File: config.mk
export PLATFORM = sky130hd
export DESIGN_NAME = wcr_capture_retrieve
export DESIGN_NICKNAME = d
export VERILOG_FILES = /design/src/wcr_capture_retrieve.v
export VERILOG_INCLUDE_DIRS = /design/src
export SDC_FILE = /design/constraint.sdc
export NUM_CORES = 2
export LEC_CHECK = 0
export ABC_AREA = 1
export BUFFER_PORTS_ARGS = -buffer_cell sky130_fd_sc_hd__buf_2
export CAP_MARGIN = 20
export CORE_AREA = 2 2 220 222
export DETAILED_ROUTE_END_ITERATION = 8
export DIE_AREA = 0 0 222 224
export GPL_TIMING_DRIVEN = 0
export PLACE_DENSITY = 0.8
export SLEW_MARGIN = 20
export SYNTH_ARGS = -nofsm -noshare
export SYNTH_HDL_FRONTEND = slang
export SYNTH_SLANG_ARGS = --single-unit
File: constraint.sdc
create_clock -name clk -period 6.2 [get_ports clk]
set_input_delay 0.93 -clock clk [delete_from_list [all_inputs] [get_ports clk]]
set_output_delay 0.93 -clock clk [all_outputs]
set_load 0.01 [all_outputs]
File: src/wcr_defines.vh
// constants of the waveform capture trigger and retrieval block
// assumes word addressing on the register-access port, one word per address
`ifndef WCR_DEFINES_VH
`define WCR_DEFINES_VH

// ****************************************************************
// register word addresses
// ****************************************************************
`define WCR_ADDR_GROUP_PTR 16'h8E00
`define WCR_ADDR_SELECTOR 16'h8E01
`define WCR_ADDR_STATUS 16'h8E02
`define WCR_ADDR_NEWEST 16'h8E03
`define WCR_ADDR_WIN_FIRST 16'h8E04
`define WCR_ADDR_WIN_LAST 16'h8E43
// words in a read that covers 8E00 through 8E43 in one go
`define WCR_FULL_SPAN 16'h0044

// ****************************************************************
// field ranges and reset values
// ****************************************************************
`define WCR_PTR_MIN 16'h0001
`define WCR_PTR_MAX 16'h0064
`define WCR_PTR_STEP 16'h0004
`define WCR_PTR_RESET 16'h0001
`define WCR_SEL_REASONS 16'h0000
`define WCR_SEL_FIRST_BLOCK 16'h0001
`define WCR_SEL_MAX 16'h0079
`define WCR_SEL_RESET 16'h0000
`define WCR_STORE_GROUPS 16'h0064
`define WCR_NEWEST_RESET 16'h0000

// ****************************************************************
// window status codes
// ****************************************************************
`define WCR_STAT_VALID 16'h000B
`define WCR_STAT_INVALID 16'h00FF
`define WCR_STAT_CLEARING 16'h00AA

// ****************************************************************
// over-current comparison and sample scaling
// ****************************************************************
`define WCR_PERCENT 32'h00000064
// raw-to-real divisors, times 100000: volts, amps, amps with 333mV CT
`define WCR_VOLT_DIV_E5 32'd3759105
`define WCR_CURR_DIV_E5 32'd168315300
`define WCR_CURR333_DIV_E5 32'd1586987000

`endif

File: src/wcr_capture_retrieve.v
// waveform capture trigger logic and the register retrieval window
// assumes all inputs come from logic on clk; sample words come from an
// external capture store and are taken while mem_rd stands
`timescale 1ns/100ps
`include "wcr_defines.vh"

module wcr_capture_retrieve (
   // clock, reset, clock enable
   input wire clk,
   input wire reset,
   input wire ce,
   // trigger configuration
   input wire sag_capture_en,
   input wire swell_capture_en,
   input wire oc_capture_en,
   input wire [15:0] oc_rated,
   input wire [15:0] oc_threshold,
   // detections and phase currents
   input wire [2:0] sag_detect,
   input wire [2:0] swell_detect,
   input wire [15:0] phase_current_1,
   input wire [15:0] phase_current_2,
   input wire [15:0] phase_current_3,
   // capture store handshake
   input wire store_write_done,
   input wire store_clearing,
   output reg capture_start,
   output reg event_log_start,
   output reg [8:0] capture_reason,
   output reg [15:0] capture_group,
   output reg capture_busy,
   // register-access port, writes
   input wire wr_en,
   input wire [15:0] wr_addr,
   input wire [15:0] wr_data,
   // register-access port, block reads
   input wire rd_start,
   input wire [15:0] rd_addr,
   input wire [15:0] rd_count,
   output reg rd_busy,
   output reg rd_valid,
   output reg rd_last,
   output reg [15:0] rd_data,
   // sample fetch from the capture store
   output reg mem_rd,
   output reg [15:0] mem_group,
   output reg [15:0] mem_block,
   output reg [5:0] mem_word,
   input wire [15:0] mem_rdata
);

   // ****************************************************************
   // declarations
   // ****************************************************************
   localparam ST_IDLE = 3'b001;
   localparam ST_READ = 3'b010;
   localparam ST_DONE = 3'b100;

   reg [2:0] state;
   reg [15:0] group_ptr;
   reg [15:0] selector;
   reg [15:0] window_status;
   reg [15:0] newest_group;
   reg oc_armed;
   reg [15:0] cur_addr;
   reg [15:0] remaining;
   reg full_read;
   reg valid_at_start;
   reg s1_valid;
   reg s1_last;
   reg s1_is_mem;
   reg [15:0] s1_data;

   reg [2:0] next_state;
   reg [15:0] next_status;
   reg [2:0] oc_over;
   reg [15:0] reg_value;
   wire [31:0] oc_limit;
   wire [31:0] cur1_scaled;
   wire [31:0] cur2_scaled;
   wire [31:0] cur3_scaled;
   wire store_full;
   wire sag_hit;
   wire swell_hit;
   wire oc_hit;
   wire trigger_any;
   wire trigger_ok;
   wire in_window;
   wire [15:0] ptr_stepped;
   wire [5:0] word_index;

   // ****************************************************************
   // trigger qualification
   // ****************************************************************

   // current times 100 against rated times percent
   assign oc_limit = {16'h0000, oc_rated} * {16'h0000, oc_threshold};
   assign cur1_scaled = {16'h0000, phase_current_1} * `WCR_PERCENT;
   assign cur2_scaled = {16'h0000, phase_current_2} * `WCR_PERCENT;
   assign cur3_scaled = {16'h0000, phase_current_3} * `WCR_PERCENT;

   // per-phase over-current level
   always @* begin
      oc_over[0] = cur1_scaled > oc_limit;
      oc_over[1] = cur2_scaled > oc_limit;
      oc_over[2] = cur3_scaled > oc_limit;
   end

   // sag detection qualified by its enable
   assign sag_hit = sag_capture_en & (|sag_detect);
   // swell detection qualified by its enable
   assign swell_hit = swell_capture_en & (|swell_detect);
   // only an armed over-current detector may fire
   assign oc_hit = oc_capture_en & oc_armed & (|oc_over);
   assign trigger_any = sag_hit | swell_hit | oc_hit;

   assign store_full = newest_group >= `WCR_STORE_GROUPS;
   // busy or clearing store refuses triggers
   assign trigger_ok = trigger_any & ~capture_busy & ~store_full & ~store_clearing;

   // ****************************************************************
   // trigger and capture store state
   // ****************************************************************

   // starts captures, tracks the write and the group count
   always @(posedge clk or posedge reset) begin
      if (reset) begin
         capture_start <= 1'b0;
         event_log_start <= 1'b0;
         capture_reason <= 9'h000;
         capture_group <= 16'h0000;
         capture_busy <= 1'b0;
         newest_group <= `WCR_NEWEST_RESET;
         oc_armed <= 1'b1;
      end else if (ce) begin
         // event log pulse on any qualified sag or swell, whether or not a capture starts
         event_log_start <= sag_hit | swell_hit;
         capture_start <= trigger_ok;
         // disarm on any phase, rearm when all normal
         if (|oc_over) begin
            oc_armed <= 1'b0;
         end else begin
            oc_armed <= 1'b1;
         end
         if (trigger_ok) begin
            capture_reason <= {oc_hit ? oc_over : 3'b000,
                               swell_hit ? swell_detect : 3'b000,
                               sag_hit ? sag_detect : 3'b000};
            capture_group <= newest_group + 16'h0001;
            capture_busy <= 1'b1;
         end
         // emptying restarts recording at group one
         if (store_clearing) begin
            newest_group <= `WCR_NEWEST_RESET;
            capture_busy <= 1'b0;
         end else if (capture_busy && store_write_done) begin
            // triggers accepted again after the write
            capture_busy <= 1'b0;
            newest_group <= capture_group;
         end
      end
   end

   // ****************************************************************
   // window status
   // ****************************************************************

   // status code from clearing and pointer validity
   always @* begin
      if (store_clearing) begin
         next_status = `WCR_STAT_CLEARING;
      end else if (newest_group != 16'h0000 && group_ptr <= newest_group && selector <= `WCR_SEL_MAX) begin
         // pointer valid only up to newest group
         next_status = `WCR_STAT_VALID;
      end else begin
         next_status = `WCR_STAT_INVALID;
      end
   end

   // status register follows the store every cycle
   always @(posedge clk or posedge reset) begin
      if (reset) begin
         window_status <= `WCR_STAT_INVALID;
      end else if (ce) begin
         window_status <= next_status;
      end
   end

   // ****************************************************************
   // read sequencing
   // ****************************************************************

   assign in_window = cur_addr >= `WCR_ADDR_WIN_FIRST && cur_addr <= `WCR_ADDR_WIN_LAST;
   assign word_index = cur_addr[5:0] - 6'h04;
   // step only while it stays within the newest group
   assign ptr_stepped = group_ptr + `WCR_PTR_STEP;

   // value of a plain register at the current address
   always @* begin
      case (cur_addr)
         `WCR_ADDR_GROUP_PTR: reg_value = group_ptr;
         `WCR_ADDR_SELECTOR: reg_value = selector;
         `WCR_ADDR_STATUS: reg_value = window_status;
         `WCR_ADDR_NEWEST: reg_value = newest_group;
         default: reg_value = 16'h0000;
      endcase
   end

   // next state of the read sequencer
   always @* begin
      next_state = state;
      case (state)
         ST_IDLE: begin
            if (rd_start && rd_count != 16'h0000) begin
               next_state = ST_READ;
            end
         end
         ST_READ: begin
            if (remaining == 16'h0001) begin
               next_state = ST_DONE;
            end
         end
         ST_DONE: begin
            next_state = ST_IDLE;
         end
         default: begin
            next_state = ST_IDLE;
         end
      endcase
   end

   // sequencer, first pipeline stage and sample fetch
   always @(posedge clk or posedge reset) begin
      if (reset) begin
         state <= ST_IDLE;
         rd_busy <= 1'b0;
         cur_addr <= 16'h0000;
         remaining <= 16'h0000;
         full_read <= 1'b0;
         valid_at_start <= 1'b0;
         s1_valid <= 1'b0;
         s1_last <= 1'b0;
         s1_is_mem <= 1'b0;
         s1_data <= 16'h0000;
         mem_rd <= 1'b0;
         mem_group <= 16'h0000;
         mem_block <= 16'h0000;
         mem_word <= 6'h00;
      end else if (ce) begin
         state <= next_state;
         rd_busy <= next_state != ST_IDLE;
         s1_valid <= 1'b0;
         s1_last <= 1'b0;
         mem_rd <= 1'b0;
         case (state)
            ST_IDLE: begin
               if (rd_start && rd_count != 16'h0000) begin
                  cur_addr <= rd_addr;
                  remaining <= rd_count;
                  // only one read spanning 8E00-8E43 counts
                  full_read <= rd_addr == `WCR_ADDR_GROUP_PTR && rd_count >= `WCR_FULL_SPAN;
                  // validity sampled as the read begins
                  valid_at_start <= window_status == `WCR_STAT_VALID;
               end
            end
            ST_READ: begin
               s1_valid <= 1'b1;
               s1_last <= remaining == 16'h0001;
               s1_is_mem <= in_window;
               s1_data <= reg_value;
               cur_addr <= cur_addr + 16'h0001;
               remaining <= remaining - 16'h0001;
               if (in_window) begin
                  // selector zero fetches reasons of ptr..ptr+3
                  // selector picks reasons, timestamp or cycle block
                  mem_rd <= 1'b1;
                  mem_group <= group_ptr;
                  mem_block <= selector;
                  mem_word <= word_index;
               end
            end
            ST_DONE: begin
               full_read <= 1'b0;
            end
            default: begin
               full_read <= 1'b0;
            end
         endcase
      end
   end

   // ****************************************************************
   // read data output
   // ****************************************************************

   // second stage joins register values and fetched samples
   always @(posedge clk or posedge reset) begin
      if (reset) begin
         rd_valid <= 1'b0;
         rd_last <= 1'b0;
         rd_data <= 16'h0000;
      end else if (ce) begin
         rd_valid <= s1_valid;
         rd_last <= s1_last;
         if (s1_valid) begin
            // samples pass as raw signed 16-bit words
            // scaling is left to the host divisors
            rd_data <= s1_is_mem ? mem_rdata : s1_data;
         end
      end
   end

   // ****************************************************************
   // pointer and selector registers
   // ****************************************************************

   // host writes while idle, auto advance after a full read
   always @(posedge clk or posedge reset) begin
      if (reset) begin
         group_ptr <= `WCR_PTR_RESET;
         selector <= `WCR_SEL_RESET;
      end else if (ce) begin
         if (state == ST_IDLE && wr_en) begin
            // pointer accepts 1 to 100 only
            if (wr_addr == `WCR_ADDR_GROUP_PTR && wr_data >= `WCR_PTR_MIN && wr_data <= `WCR_PTR_MAX) begin
               group_ptr <= wr_data;
            end
            // selector accepts 0 to 121 only
            if (wr_addr == `WCR_ADDR_SELECTOR && wr_data <= `WCR_SEL_MAX) begin
               selector <= wr_data;
            end
         end else if (state == ST_DONE && full_read && valid_at_start) begin
            // advance only after a read with valid status
            if (selector == `WCR_SEL_REASONS) begin
               // stop when the step passes newest group
               if (ptr_stepped <= newest_group) begin
                  group_ptr <= ptr_stepped;
               end
            end else if (selector < `WCR_SEL_MAX) begin
               selector <= selector + 16'h0001;
            end
         end
      end
   end

endmodule

-- After elaboration in Yosys (flattened, before gate mapping)
Cells that the tools add are included.
- add/subtract/negate cells: 6
- $mul: 4
- order comparisons: 14
- equality and inequality tests: 17
- mux-type cells: 36
- bitwise logic cells: 13
- reductions and logical operators: 36
- operator list (cell ; number):
    $mux W16 ; 15
    $eq A16 B16 Y1 const B ; 7
    $gt A23 B32 Y1 ; 3
    $pmux W16 S2 ; 2
    $pmux W16 S4 ; 1
    $mul A16 B5 Y21 const B ; 3
    $add A16 B1 Y16 const B ; 3
    $le A16 B7 Y1 const B ; 3
    $ge A16 B7 Y1 const B ; 2
    $le A16 B16 Y1 ; 2
    $mul A16 B16 Y32 ; 1
    $reduce_bool A16 Y1 ; 2
    $add A16 B3 Y16 const B ; 1
    $eq A16 B1 Y1 const B ; 1
    $eq A16 B4 Y1 const B ; 1
    $ge A16 B1 Y1 const B ; 1
    $ge A16 B16 Y1 const B ; 1
    $le A16 B16 Y1 const B ; 1
    $logic_not A16 Y1 ; 1
    $lt A16 B7 Y1 const B ; 1
    $mux W8 ; 2
    $sub A16 B1 Y16 const B ; 1
    $mux W3 ; 5
    $logic_and A1 B1 Y1 ; 12
    19 further kinds ; 54
- bits in registers: 207
- input port bits: 176
- output and inout port bits: 86

-- Depth between registers and ports, before layout
- depth in word-level cells: 11
- mapped depth: 41
- gate-level depth less buffers: 39

-- Worst setup path after synthesis
No wires, ideal clock.
- path type: in2reg
- start: input oc_rated[5]
- end: register capture_group[2]
- arrival time: 7.549 ns
- path slack: -1.471 ns
- stages: 35
- path buffers: 3
- path through: clkbuf_1 -> clkbuf_1 -> nand2_1 -> fa_1 -> inv_1 -> fa_1 -> inv_1 -> fa_1 -> inv_1 -> fa_1 -> fa_1 -> inv_1 -> fa_1 -> inv_1 -> ha_1 -> nand2_1 -> inv_2 -> a21oi_1 -> nand3_1 -> xnor2_1 -> ha_1 -> nand2_1 -> nor4_1 -> o21ai_0 -> o311ai_1 -> nand3_1 -> nand3_1 -> nand2_1 -> nand3_1 -> nand2_1 -> nand2_2 -> nand3_4 -> buf_6 -> nand2_1 -> o21ai_2
- longest elaborated chain between the ends: 9
- elaborated cells between the ends (all ways): 11
- classes of those cells: mul: 1; order compare: 3; bitwise: 5; reduce/logical: 2
- RTL lines (what ; RTL line ; text):
    start, declared ; wcr_capture_retrieve.v:16 ; input wire [15:0] oc_rated,
    $mul A16 B16 Y32 (*) ; wcr_capture_retrieve.v:97 ; assign oc_limit = {16'h0000, oc_rated} * {16'h0000, oc_threshold};
    $gt A23 B32 Y1 (on tied branches) ; wcr_capture_retrieve.v:104, wcr_capture_retrieve.v:105, wcr_capture_retrieve.v:106 ;
    $reduce_or A3 Y1 (*) ; wcr_capture_retrieve.v:114 ; assign oc_hit = oc_capture_en & oc_armed & (|oc_over);
    $and A1 B1 Y1 (*) ; wcr_capture_retrieve.v:114 ;
    $or A1 B1 Y1 (*) ; wcr_capture_retrieve.v:115 ; assign trigger_any = sag_hit | swell_hit | oc_hit;
    $and A1 B1 Y1 (*) (3 in series) ; wcr_capture_retrieve.v:119 ; assign trigger_ok = trigger_any & ~capture_busy & ~store_full & ~store_clearing;
    $reduce_and A2 Y1 (no source line) (*) ; n/a ;
    end signal, assigned ; wcr_capture_retrieve.v:149 ; capture_group <= newest_group + 16'h0001;
    end, declared ; wcr_capture_retrieve.v:30 ; output reg [15:0] capture_group,
Every way passes the cells marked *; elsewhere a longest branch is shown, timed or not.
A chain may end at the register's enable or synchronous reset.

-- Worst setup path after layout
- start: input oc_rated[10]
- end: register capture_group[6]
The elaborated chain is that of the path after synthesis.

==> results.tsv <==
stage	metric	value	unit
critical_path	slowest_stage	fa_1	
logic_synthesis	ys_types	59	
floorplan	fp.dieH	224	um
global_route	grt_pass1_wl	124	mm
cts	htree_levels	4	
cells_and_area	nets	4660	
critical_path	cpMostUsedCell	nand2_2	
cts	cts_tree	yes	
logic_synthesis	ys_warn_count	0	
drt	drt_iter0_markers	2122	
sta	finalMaxSlewViolations	0	
cts	clock_path_buffers	2	
logic_synthesis	synth_nets	4300	
cts	cts_root_buf	clkbuf_16	
logic_synthesis	syn_area_per_cell	7.42	sq um
floorplan	start_util	0.553	
logic_synthesis	synth_area	0.0262	sq mm
placed_design	dpl.cell_count	4380	
cells_and_area	syn_to_final_growth	21.8	%
sta	setup_violations	28	
logic_synthesis	synth_top_flop_cell	dfrtp_1	
sta	clock_skew	0.0156	ns
sta	rsz0062_at_grt	yes	
cells_and_area	final_common_cell	inv_1	
global_route	grt_antenna_before_repair	1	
cells_and_area	n_antenna_cell	0	
sta	setup_slack	-1.09	ns
placed_design	portBuffers	229	
sta	final_hold_viol_count	0	
global_route	grt_pass1_vias	24700	
drt	wl_per_cell	17.1	um
run_status	violations	negative setup slack	
min_path	hp-class	input pin to asynchronous set/reset pin	
cells_and_area	layout_common_cells	inv_1 (788), nand2_1 (738), ha_1 (339)	
cells_and_area	nFillCells	3876	
floorplan	rows	80	
logic_synthesis	async_flop_share	1.00	
drt	num_vias	24800	
floorplan	core_area	0.0473	sq mm
drt	avgViaCountPerCell	5.48	
cts	cts_hold_buf	0	
placed_design	hpwl	60.1	mm
logic_synthesis	synth_edf_count	0	
sta	min_period	7.29	ns
sta	worstMarginPinSlew	0.874	ns
critical_path	crit_type	input pin to flop	
drt	routed_wl	77.2	mm
global_route	globalRouteTotalUtil	0.311	
floorplan	io_pins	262	
placed_design	dpl-instance-area	0.0291	sq mm
cells_and_area	design_area	0.0319	sq mm
critical_path	arrival	7.63	ns
logic_synthesis	synthCells	3530	
cts	clk_latency	0.45	ns
drt	dr.pass1.iters	6	
run_status	status	complete, but fails checks	
cts	cts_made_buffers	17	
cts	clk_pin_slew	0.08	ns
cells_and_area	instances_no_fill	4518	
placed_design	place_ws	-1.83	ns
floorplan	die_w	222	um
floorplan	die-area	0.0497	sq mm
critical_path	critPathCaptureType	flop	
global_route	grt_max_degree	35	
cts	clkSinkCount	194	
global_route	overflow	0	
sta	fin_crit_sh	1.18	
cells_and_area	layout-drive-gt1-share	0.180	
critical_path	cp_max_fo	5	
critical_path	crit_required	6.54	ns
critical_path	r2r_cells	21	
sta	slew_headroom	0.415	
logic_synthesis	ys_seq_area_frac	0.186	
critical_path	slowest_delay	0.59	ns
critical_path	crit_path_start_kind	input pin	
logic_synthesis	synth-seq-cells	194	
drt	drc_errors	0	
sta	fmax	137	MHz
job	drv_cap	0	
drt	drtAntennaViolNets	0	
placed_design	place_congestion	0.977	
## through the flow
stage / hold WS (ns) / utilization / setup TNS [ns]
finish: 0.465 / 0.674 / -29.34
global route: 0.472 / 0.674 / -35.36
CTS: 0.456 / 0.662 / -24.86
detailed placement: 0.458 / 0.614 / -49.98
global placement: 0.452 / 0.612 / -48.18
floorplan: 0.447 / - / -18.79
## final timing paths
path | startpoint | endpoint | slack [ns]
max | oc_rated[10] | capture_group[6] | -1.09
max in group asynchronous | reset | oc_armed | 4.45
max reg2reg | group_ptr[2] | group_ptr[3] | 1.82
min | reset | remaining[7] | 0.46
min in group clk | rd_busy | rd_busy | 0.48
min reg2reg | rd_busy | rd_busy | 0.48
## state kept, by name (all words and copies together), names as in the netlist, 3 cells and up
| name | count |
|---|---|
| capture_group | 16 |
| capture_reason | 9 |
| cur_addr | 16 |
| group_ptr | 16 |
| mem_block | 16 |
| mem_group | 16 |
| mem_word | 6 |
| newest_group | 16 |
| rd_data | 16 |
| remaining | 16 |
| s1_data | 16 |
| selector | 16 |
| state | 3 |
| window_status | 3 |
## synthesized netlist by cell type, types with 4 or more instances
library cell,count,area share
a211oi_1,5,0.0014
a21o_1,5,0.0014
a21oi_1,171,0.033
a31oi_1,20,0.0048
clkbuf_1,103,0.015
clkinv_1,4,0.00057
dfrtp_1,188,0.18
dfstp_2,6,0.0060
fa_1,227,0.17
ha_1,367,0.18
inv_1,809,0.12
inv_2,19,0.0027
nand2_1,808,0.12
nand2_2,7,0.0017
nand3_1,123,0.023
nand3_2,4,0.0015
nand3b_1,9,0.0026
nand4_1,29,0.0069
nor2_1,167,0.024
nor3_1,29,0.0055
nor4_1,28,0.0067
o211ai_1,5,0.0014
o21ai_0,175,0.033
o21ai_1,11,0.0021
o21ai_2,15,0.0050
o21bai_1,16,0.0046
o221ai_1,10,0.0033
o22ai_1,25,0.0060
xnor2_1,28,0.0094
xor2_1,59,0.020
## layout make-up
type / count / area, sq um / share of cell area
Clock inverter: 13 / 151 / 0.00475
Clock buffer: 19 / 433 / 0.0136
Tap cell: 615 / 769 / 0.0241
Timing Repair Buffer: 341 / 2180 / 0.0685
Buffer: 110 / 1390 / 0.0437
Inverter: 832 / 3130 / 0.0981
Multi-Input combinational cell: 2394 / 19000 / 0.595
Sequential cell: 194 / 4860 / 0.152
## routing by layer
metal / GRT usage / wire length [um]
met4: 0.101 / 2760
met1: 0.413 / 31700
met5: 0 / 13
met3: 0.0637 / 7030
met2: 0.509 / 35700
## critical path, delay by kind of cell
kind                       cells  cell delay, ns
buffers and inverters         10            1.10
xor gates and xnor gates       1            0.18
and+or+nand+nor               15            1.45
adders and majority gates      8            3.67
AOI/OAI and AO/OA              3            0.28
## what timing repair did
item | CTS | global route
setup buffers | 83 | 20
pin swaps | 73 | 60
gates resized for setup | 169 | 103
cloned | 3 | 0
endpoints found under the setup margin | 28 | 28
## cells by family (layout without fill, tap and decap cells)
family,Yosys count,after routing,share of synthesized area
compound gates,487,487,0.105
simple gates,1225,1225,0.195
flops,194,194,0.186
fa+ha+maj,594,594,0.349
buf+inv,942,1315,0.136
xor+xnor,87,87,0.0291
mux,1,1,0.000382
Power is not shown: default switching activity piles up to over one toggle a cycle in this logic, so the estimate is an artifact.
